File: src/dbsl_regs.svh
// Constants for the dynamic bus sizing lane sequencer
`ifndef DBSL_REGS_SVH
`define DBSL_REGS_SVH
`define DBSL_SIZ_FOUR 2'h0
`define DBSL_SIZ_ONE 2'h1
`define DBSL_SIZ_TWO 2'h2
`define DBSL_SIZ_THREE 2'h3
`define DBSL_ACK_NONE 2'h0
`define DBSL_ACK_BYTE 2'h1
`define DBSL_ACK_WORD 2'h2
`define DBSL_ACK_LONG 2'h3
`define DBSL_ADDR_LONG_MASK 2'h0
`define DBSL_BYTE_LANES 4
`define DBSL_LANE_BITS 8
`endif

File: src/dbsl_pkg.sv
// Types shared by the dynamic bus sizing lane sequencer
package dbsl_pkg;
	// Operand requested by the core
	typedef struct packed {
		logic [31:0] addr;
		logic [1:0] size;
		logic write;
		logic ifetch;
		logic [31:0] wdata;
	} dbsl_req_t;
	// One external bus cycle
	typedef struct packed {
		logic [31:0] addr;
		logic [1:0] size;
		logic write;
		logic [31:0] data;
	} dbsl_bus_t;
	typedef enum logic [1:0] {
		DBSL_IDLE,
		DBSL_RUN,
		DBSL_WAIT
	} dbsl_state_t;
endpackage

File: src/dbsl_core.sv
// Dynamic bus sizing sequencer: splits operands into port-width bus cycles
`timescale 1ns/1ns
`include "dbsl_regs.svh"

// Functional notes
// - Long at offset 3, 32-bit: 1 then 3
// - Odd word on 16-bit port: two cycles
// - Cycle counts follow size, alignment, port
// - Fetches are aligned long words
// - Both fetched words kept in holding register
// - Writes drive all four byte lanes
// - Size code gives bytes remaining, 00=four
// - Move largest count port accepts, carry rest
// - Four bytes at 01: 3 or 1
// - Aligned long: bytes 0-3 on lanes high-low
module dbsl_core
	import dbsl_pkg::*;
(
	input wire logic i_clk,
	input wire logic i_srst,
	input wire logic i_ce,
	input wire logic i_req_valid,
	input wire dbsl_req_t i_req,
	output logic o_req_ready,
	output dbsl_bus_t o_bus,
	output logic o_bus_start,
	input wire logic i_port_ack_hi,
	input wire logic i_port_ack_lo,
	input wire logic [31:0] i_rdata,
	output logic o_done,
	output logic [31:0] o_rdata,
	output logic [31:0] o_hold
);
	// ==========================================================
	// State
	dbsl_state_t state_q;
	logic [31:0] addr_q;
	logic [1:0] rem_q;
	logic wr_q;
	logic if_q;
	logic [31:0] op_q;
	logic [31:0] acc_q;
	logic [31:0] bus_addr_q;
	logic [1:0] bus_size_q;
	logic bus_wr_q;
	logic [31:0] bus_data_q;
	logic start_q;
	logic ready_q;
	logic done_q;
	logic [31:0] rdata_q;
	logic [31:0] hold_q;

	// ==========================================================
	// Split arithmetic
	wire [1:0] ack = {i_port_ack_hi, i_port_ack_lo};
	wire acked = (ack != `DBSL_ACK_NONE);
	wire [2:0] rem_bytes = (rem_q == `DBSL_SIZ_FOUR) ? 3'd4 : {1'b0, rem_q};
	wire [1:0] a = addr_q[1:0];
	// Bytes the acknowledged port can take from this address
	wire [2:0] room_l = 3'd4 - {1'b0, a};
	wire [2:0] room_w = a[0] ? 3'd1 : 3'd2;
	wire [2:0] room = (ack == `DBSL_ACK_LONG) ? room_l : (ack == `DBSL_ACK_WORD) ? room_w : 3'd1;
	wire [2:0] moved = (room < rem_bytes) ? room : rem_bytes;
	wire [2:0] left = rem_bytes - moved;
	wire last = (left == 3'd0);
	wire [31:0] next_addr = addr_q + {29'h0, moved};
	wire [1:0] next_size = left[1:0];
	// Byte index of the operand that sits at the current address
	wire [1:0] first_idx = 2'(3'd4 - rem_bytes);

	// Operand bytes routed onto lanes, replicated so any port width finds them
	logic [31:0] wlanes;
	genvar g;
	generate
		for (g = 0; g < `DBSL_BYTE_LANES; g++) begin : g_lane
			// Lanes below the address serve narrow ports: a 16-bit port sees lanes 0-1, an 8-bit port lane 0
			wire up = (2'(g) >= a);
			wire mid = (g < `DBSL_BYTE_LANES / 2) && (2'(g) >= {1'b0, a[0]});
			wire [1:0] lane_ofs = up ? 2'(g) - a : mid ? 2'(g) - {1'b0, a[0]} : 2'h0;
			wire [1:0] bidx = first_idx + lane_ofs;
			assign wlanes[31-8*g -: `DBSL_LANE_BITS] = op_q[31-8*bidx -: `DBSL_LANE_BITS];
		end
	endgenerate

	// Incoming bytes land at their operand byte index, taken from the lane the port returned them on
	logic [31:0] acc_next;
	always_comb begin
		logic [1:0] lane;
		logic [1:0] bi;
		lane = 2'h0;
		bi = 2'h0;
		acc_next = acc_q;
		for (int k = 0; k < `DBSL_BYTE_LANES; k++) begin
			if (k < moved) begin
				lane = 2'(k) + ((ack == `DBSL_ACK_LONG) ? a : (ack == `DBSL_ACK_WORD) ? {1'b0, a[0]} : 2'h0);
				bi = first_idx + 2'(k);
				acc_next[31-8*bi -: `DBSL_LANE_BITS] = i_rdata[31-8*lane -: `DBSL_LANE_BITS];
			end
		end
	end

	// ==========================================================
	// Sequencer
	wire take = i_req_valid && ready_q;
	// Fetches are forced to the long-word boundary with a full size
	wire [31:0] req_addr = i_req.ifetch ? {i_req.addr[31:2], `DBSL_ADDR_LONG_MASK} : i_req.addr;
	wire [1:0] req_size = i_req.ifetch ? `DBSL_SIZ_FOUR : i_req.size;

	always_ff @(posedge i_clk) begin
		if (i_srst) begin
			state_q <= DBSL_IDLE;
			addr_q <= 32'h0000_0000;
			rem_q <= 2'h0;
			wr_q <= 1'b0;
			if_q <= 1'b0;
			op_q <= 32'h0000_0000;
			acc_q <= 32'h0000_0000;
			bus_addr_q <= 32'h0000_0000;
			bus_size_q <= 2'h0;
			bus_wr_q <= 1'b0;
			bus_data_q <= 32'h0000_0000;
			start_q <= 1'b0;
			ready_q <= 1'b0;
			done_q <= 1'b0;
			rdata_q <= 32'h0000_0000;
			hold_q <= 32'h0000_0000;
		end else if (i_ce) begin
			start_q <= 1'b0;
			done_q <= 1'b0;
			case (state_q)
				DBSL_IDLE: begin
					ready_q <= 1'b1;
					if (take) begin
						ready_q <= 1'b0;
						addr_q <= req_addr;
						rem_q <= req_size;
						wr_q <= i_req.write & ~i_req.ifetch;
						if_q <= i_req.ifetch;
						op_q <= i_req.wdata;
						acc_q <= 32'h0000_0000;
						state_q <= DBSL_RUN;
					end
				end
				DBSL_RUN: begin
					bus_addr_q <= addr_q;
					bus_size_q <= rem_q;
					bus_wr_q <= wr_q;
					bus_data_q <= wlanes;
					start_q <= 1'b1;
					state_q <= DBSL_WAIT;
				end
				DBSL_WAIT: begin
					if (acked) begin
						acc_q <= acc_next;
						addr_q <= next_addr;
						rem_q <= next_size;
						if (last) begin
							done_q <= 1'b1;
							rdata_q <= acc_next;
							// Full long word kept for the second instruction word
							if (if_q)
								hold_q <= acc_next;
							state_q <= DBSL_IDLE;
						end else begin
							state_q <= DBSL_RUN;
						end
					end
				end
				default: state_q <= DBSL_IDLE;
			endcase
		end
	end

	assign o_req_ready = ready_q;
	assign o_bus = '{addr: bus_addr_q, size: bus_size_q, write: bus_wr_q, data: bus_data_q};
	assign o_bus_start = start_q;
	assign o_done = done_q;
	assign o_rdata = rdata_q;
	assign o_hold = hold_q;

	// ==========================================================
	// Checks
	property p_fetch_aligned;
		@(posedge i_clk) disable iff (i_srst)
		(state_q == DBSL_RUN && if_q && rem_q == `DBSL_SIZ_FOUR) |-> (addr_q[1:0] == 2'h0);
	endproperty
	a_fetch_aligned: assert property (p_fetch_aligned) else $error("fetch not aligned");

	property p_long_word_split;
		@(posedge i_clk) disable iff (i_srst)
		(i_ce && state_q == DBSL_WAIT && rem_q == `DBSL_SIZ_FOUR && a == 2'h3 && ack == `DBSL_ACK_LONG)
		|=> (rem_q == `DBSL_SIZ_THREE && addr_q[1:0] == 2'h0);
	endproperty
	a_long_word_split: assert property (p_long_word_split) else $error("bad long split");

	property p_odd_word_16;
		@(posedge i_clk) disable iff (i_srst)
		(i_ce && state_q == DBSL_WAIT && rem_q == `DBSL_SIZ_TWO && a[0] && ack == `DBSL_ACK_WORD)
		|=> (rem_q == `DBSL_SIZ_ONE);
	endproperty
	a_odd_word_16: assert property (p_odd_word_16) else $error("odd word split wrong");

	property p_three_at_01;
		@(posedge i_clk) disable iff (i_srst)
		(state_q == DBSL_WAIT && rem_q == `DBSL_SIZ_FOUR && a == 2'h1 && ack == `DBSL_ACK_LONG) |-> (moved == 3'd3);
	endproperty
	a_three_at_01: assert property (p_three_at_01) else $error("long port at 01 not three");

	property p_narrow_at_01;
		@(posedge i_clk) disable iff (i_srst)
		(state_q == DBSL_WAIT && rem_q == `DBSL_SIZ_FOUR && a == 2'h1 && acked && ack != `DBSL_ACK_LONG)
		|-> (moved == 3'd1);
	endproperty
	a_narrow_at_01: assert property (p_narrow_at_01) else $error("narrow port at 01 not one");

	property p_bus_size_tracks;
		@(posedge i_clk) disable iff (i_srst)
		(i_ce && state_q == DBSL_RUN) |=> (o_bus.size == $past(rem_q) && o_bus_start);
	endproperty
	a_bus_size_tracks: assert property (p_bus_size_tracks) else $error("size code wrong");

	property p_addr_advance;
		@(posedge i_clk) disable iff (i_srst)
		(i_ce && state_q == DBSL_WAIT && acked && !last) |=> (addr_q == $past(addr_q) + 32'($past(moved)));
	endproperty
	a_addr_advance: assert property (p_addr_advance) else $error("address not advanced");

	property p_aligned_long_lanes;
		@(posedge i_clk) disable iff (i_srst)
		(i_ce && state_q == DBSL_RUN && wr_q && rem_q == `DBSL_SIZ_FOUR && a == 2'h0) |=> (o_bus.data == op_q);
	endproperty
	a_aligned_long_lanes: assert property (p_aligned_long_lanes) else $error("lane order wrong");

	property p_done_on_last;
		@(posedge i_clk) disable iff (i_srst)
		(i_ce && state_q == DBSL_WAIT && acked) |=> (o_done == $past(last));
	endproperty
	a_done_on_last: assert property (p_done_on_last) else $error("done mismatch");
endmodule // dbsl_core

File: config.mk
export PLATFORM = sky130hd
export DESIGN_NAME = dbsl_core
export DESIGN_NICKNAME = d
export VERILOG_FILES = /design/src/dbsl_pkg.sv /design/src/dbsl_core.sv
export VERILOG_INCLUDE_DIRS = /design/src /design/src/src
export SDC_FILE = /design/constraint.sdc
export NUM_CORES = 1
export LEC_CHECK = 0
export BUFFER_PORTS_ARGS = -buffer_cell sky130_fd_sc_hd__buf_2
export CAP_MARGIN = 40
export CORE_MARGIN = 8
export CORE_UTILIZATION = 40
export CTS_CLUSTER_SIZE = 25
export DETAILED_ROUTE_END_ITERATION = 6
export GPL_TIMING_DRIVEN = 0
export PLACE_DENSITY = 0.66
export SETUP_SLACK_MARGIN = 0.3
export SYNTH_ARGS = -nofsm -noshare
export SYNTH_HDL_FRONTEND = slang
export SYNTH_SLANG_ARGS = --single-unit
File: constraint.sdc
create_clock -name i_clk -period 16.1 [get_ports i_clk]
set_input_delay 4.025 -clock i_clk [delete_from_list [all_inputs] [get_ports i_clk]]
set_output_delay 4.025 -clock i_clk [all_outputs]
set_load 0.02 [all_outputs]
Word level (Yosys, flattened, before mapping)
Cells that the tools add are included.
{ "totals": {"mem_bits_rw": 0, "regBits": 236, "latchBits": 0, "wordCells": 139, "romBits": 0, "memories": 0, "inputBits": 106} }
{ "classes": {"mux": 40, "n_addsub": 36, "shifts": 16, "mul": 0, "reduce_logical": 13, "div": 0, "n_lt_le_gt_ge": 10, "bitwise_logic": 2, "n_eq_ne": 6} }
{ "ops": {"columns": ["op", "count"], "rows": [
  ["$shiftx 39x33->8", 8],
  ["$mux 32", 8],
  ["$shift 8x34->39 const A", 4],
  ["$shiftx 8x34->39", 4],
  ["$neg 32->34", 4],
  ["$bwmux 32", 4],
  ["$pmux 32 s2", 2],
  ["$sub 5x5->6 const A", 12],
  ["$add 32x3->32", 1],
  ["$mux 2", 14],
  ["$mux 3", 3],
  ["$add 2x2->2", 4],
  ["$reduce_and 4->1", 2],
  ["$mux 1", 7],
  ["$eq 2x2->1 const B", 3],
  ["$lt 1x3->1 const A", 2],
  ["$lt 2x3->1 const A", 2],
  ["$pmux 2 s3", 1],
  ["$reduce_and 3->1", 2],
  ["$sub 1x2->2 const A", 3],
  ["$reduce_and 5->1", 1],
  ["$add 2x2->2 const A", 2],
  ["$add 2x2->2 const B", 2],
  ["$ge 1x2->1 const A", 2],
  ["other kinds (19)", 26]
]} }

Logic depth before layout (Yosys ltp)
{ "depth": {"depth_word": 16, "mapped_depth": 20, "depth_no_buf": 18} }

Least setup slack after synthesis
No wires, ideal clock.
{ "synth_timing": {"path_type": "input-to-reg", "startpoint": "input i_port_ack_hi", "endpoint": "register addr_q[24]", "n_path_buf": 4, "path_slack_ns": 8.268, "path_stages": 18, "setup_time_ns": 0.132, "arrival_time_ns": 7.700, "cell_sequence": "buf_2 buf_2 buf_2 and3_1 ha_1 nor2b_1 a311o_1 mux2_4 inv_4 fa_1 nor2b_1 o21ai_1 or4_4 or2_1 clkbuf_1 o21a_1 o211ai_1 o21ai_0"} }
{ "synth_between": {"elab_chain_cells": 8, "elab_cells_between_ends": 12, "classes_between": "add/sub: 1; order compare: 1; eq/ne: 3; mux: 5; reduce/logical: 2"} }
{ "synth_rtl": {"columns": ["element", "line_no", "rtl"], "rows": [
  ["from (decl)", "dbsl_core.sv:27", "input wire logic i_port_ack_hi,"],
  ["$eq 2x2->1 (no source line)", null, null],
  ["$mux 2", "dbsl_core.sv:62", "wire [2:0] room = (ack == `DBSL_ACK_LONG) ? room_l : (ack == `DBSL_ACK_WORD) ? room_w : 3'd1;"],
  ["$mux 3", "dbsl_core.sv:62", null],
  ["$lt 3x3->1", "dbsl_core.sv:63", "wire [2:0] moved = (room < rem_bytes) ? room : rem_bytes;"],
  ["$mux 3", "dbsl_core.sv:63", null],
  ["$add 32x3->32", "dbsl_core.sv:66", "wire [31:0] next_addr = addr_q + {29'h0, moved};"],
  ["$mux 32", "dbsl_core.sv:153", "if (acked) begin"],
  ["$pmux 32 s2", "dbsl_core.sv:130", "case (state_q)"],
  ["to (signal assigned)", "dbsl_core.sv:135", "addr_q <= req_addr;"],
  ["to (signal assigned)", "dbsl_core.sv:155", "addr_q <= next_addr;"],
  ["to (decl)", "dbsl_core.sv:37", "logic [31:0] addr_q;"]
]} }
Several ways; a longest one is shown, not always the timed one. The select of a mux whose other input is x is not followed.
A chain may end at the register's enable or synchronous reset.

Worst setup path in the final report
Ends and elaborated chain as after synthesis.

==> out/qor.yml <==
run_status:
  status: "completed"
synthesis:
  synthTopCellsByArea: "dfxtp_1 36%, a21oi_1 9.1%, nand2_1 8.9%"
  ys_ff_latch: 236
  synthArstFlopShare_pct: 0
  ys_warn_count: 0
  ys_types: 75
  avgSynthCellArea_um2: 7.640
  synth_largest_area_cell: "dfxtp_1"
  ys.flop_type: "dfxtp_1"
  synth.cell_area_um2: 13220
  synthDominantCellAreaShare_pct: 35.74
  synth_edf_count: 0
  netlist_instances: 1730
  ys_seq_area_share_pct: 35.74
  synth_fp_nets: 1861
floorplan:
  start_util_pct: 40.62
  die_height_um: 197.8
  die_area_um2: 39120
  rows: 66
  dieWidth_um: 197.8
  io_pins: 240
  core_area_um2: 32540
sta:
  max_slew_margin_pct: 30.06
  post-route-period-util_pct: 51.63
  fmaxAchievable_mhz: 120.3
  tightest_slew_ps: 1049
  setup_ws_ps: 7788
  finalSetupViolations: 0
  report.final.slew_viol_count: 0
  fin_tns_setup_ps: 0
  hold_viol: 0
  min_period_ps: 8312
  clock_skew_ps: 23.94
  rsz0062_at_grt: "no"
hold_path:
  hold_path_depth: 2
  hp-class: "register to register"
  hold_start: "bus_data_q[20]"
  holdPathEnd: "bus_data_q[20]"
detailed_routing:
  via_per_inst: 6.092
  initialDrtViolationCount: 1812
  drc_errors: 0
  routedWlPerCell_um: 22.52
  drt_first_pass_iters: 6
  drt-total-wl_um: 55880
  vias: 15120
  route.antenna.remaining_nets: 0
critical_path:
  reg2reg_to: "addr_q[24]"
  critPathMaxStageDelay_ps: 640
  cp_common_cell: "buf_2"
  worstSetupPathType: "input pin to register"
  rrSetupSlack_ps: 10840
  crit_slowest_cell: "or4_4"
  worstReg2RegStart: "addr_q[1]"
  cp-end-kind: "register"
  crit_path_start_kind: "input pin"
  cp_cell_sequence: "buf_2, buf_2, buf_2, buf_2, and3_1, ha_1, nor2b_1, nor3_1, nor2_1, ha_1, inv_1, fa_1, nor2b_1, o21ai_1, or4_4, or2_1, clkbuf_1, o21a_1, o211ai_1, o21ai_0"
  worstPathArrival_ps: 8740
  cp.required_ps: 16530
  cp_top_family: "simple AND/OR/NAND/NOR gates"
  path_buf_inv: 6
  startpoint: "i_port_ack_hi"
  crit_path_max_fanout: 10
  r2r_cells: 20
cts:
  cts-buffers-inserted: 27
  cts.sinks: 236
  clockBufferDepth: 3
  cts_resized: 0
  htree_levels: 1
  post_cts_buffers: 0
  cts-root-buf: "clkbuf_16"
  cts_tree: "done"
  clk_transition_reported_paths_ps: 60
  cts_hold_buf: 0
  clkLatencyLatePin_ps: 570
global_route:
  grt_pass1_wl_um: 84710
  antenna_found_initial: 0
  grt-ovfl-total: 0
  grt_max_degree: 15
  track_usage_pct: 27.16
  grt_pass1_vias: 14300
power_and_ir_drop:
  vdd_drop_max_v: 0.00008166
  p_per_area_nw_per_um2: 96.00
  power.leakage_uw: 0.005983
placement:
  pre_cts_slack_ps: 7282
  dp_hpwl_um: 42550
  place_area_um2: 15110
  place_congestion: 1.007
  io_buffers: 239
cells_and_area:
  drive_gt1_share_pct: 18.28
  nets: 2151
  final_area_um2: 16130
  fin_util_pct: 49.58
  diodes: 0
  syn2layout_area_growth_pct: 22.05
flow_run:
  maxCapViolCount: 0
## worst reg2reg max path, cell delays in order (launching register included)
cell	delay (ps)
dfxtp_1	430
buf_2	300
inv_1	210
ha_1	330
nand2b_1	140
o211a_1	140
ha_1	300
o21ba_2	220
o21a_1	240
nor2_1	220
ha_1	220
inv_1	60
fa_1	400
nor2b_1	190
o21ai_1	230
or4_4	640
or2_1	230
clkbuf_1	160
o21a_1	190
o211ai_1	170
o21ai_0	100
## metrics by stage
stage | power (uW) | hold slack, ps | std cells
detailed placement | 853.3 | 441.7 | 2433
CTS | 1543 | 452.4 | 2482
finish | 1549 | 449.1 | 2482
floorplan | 757.8 | 431.9 | 1730
global route | 1591 | 467.4 | 2482
global placement | 844.4 | 436.5 | 2411
## where the power goes
| part | switching (uW) | internal (uW) |
|---|---|---|
| Sequential | 9.80 | 592 |
| Clock | 272 | 427 |
| Combinational | 168 | 79.0 |
## cells in the mapped netlist (all sizes together) (4+ instances only)
cell type and number:
a211oi 92, o21a 4, o221ai 42, ha 23
mux2i 13, or2 4, mux2 9, nor2 84
nor2b 6, a311oi 7, a221oi 6, nand2 314
dfxtp 236, nand2b 8, buf 36, and3 19
a21o 4, clkbuf 104, nand3b 7, o32ai 4
nand3 35, xnor2 6, a21oi 241, o211ai 23
mux4 16, o211a 7, o22a 6, a22oi 28
nor3 20, o2bb2ai 8, inv 43, o22ai 42
o21ai 127, nand4 27, a31oi 36, and2 11
## final cells by class
type	count	area, um2
flip-flops and latches	236	4725
clock buffers	36	789.5
multi-input cells	1310	7760
repair buffers	261	1344
plain buffers	140	565.5
clock inverters	13	227.7
fillers	3340	16400
inverters	44	167.7
well taps	442	553.0
## placed cells by master (no fill, tap or decap), types with 23 or more instances in the layout
master	synthesis	routed
o22ai_1	42	42
a21oi_1	241	241
o221ai_1	42	42
dfxtp_1	236	236
o21ai_0	119	119
nor2_1	83	83
clkbuf_16	0	27
nand3_1	34	34
nand4_1	27	27
clkbuf_1	103	104
a22oi_1	28	28
nand2_1	313	313
a211oi_1	89	89
a31oi_1	35	35
inv_1	42	42
buf_2	16	262
ha_1	23	23
## cell families (layout without fill, tap and decap cells)
group	Yosys count	after routing	synth area share (%)
multiplexers	38	38	4.563
adder cells (fa/ha/maj)	25	25	2.480
AO/OA/AOI/OAI	687	687	32.61
XOR/XNOR	8	8	0.5301
buffers and inverters	184	494	5.547
flip-flops	236	236	35.74
AND/OR/NAND/NOR	552	552	18.53
## layer usage
layer	GRT usage (%)	part of all wire (%)	wire length, um
met1	36.32	42	23510
met2	44.02	45	25180
met3	5.059	9.8	5470
met4	7.965	3.1	1719
met5	0	0	0
## flip-flops by register name, summed over array words and instances, names as in the netlist, 2 cells and up
signal	count
acc_q	32
addr_q	32
bus_addr_q	32
bus_data_q	32
bus_size_q	2
o_hold	32
o_rdata	32
op_q	32
rem_q	2
state_q	2
## worst max-delay path by stage
stage / end / slack [ps] / depth (start not counted)
6_report: addr_q[24] / 7790 / 20
5_1_grt: addr_q[24] / 7400 / 20
4_1_cts: addr_q[24] / 7840 / 20
3_5_place_dp: addr_q[24] / 7280 / 20
3_3_place_gp: addr_q[24] / 7360 / 20
2_1_floorplan: addr_q[24] / 8270 / 18
(Power assumes the default switching activity.)
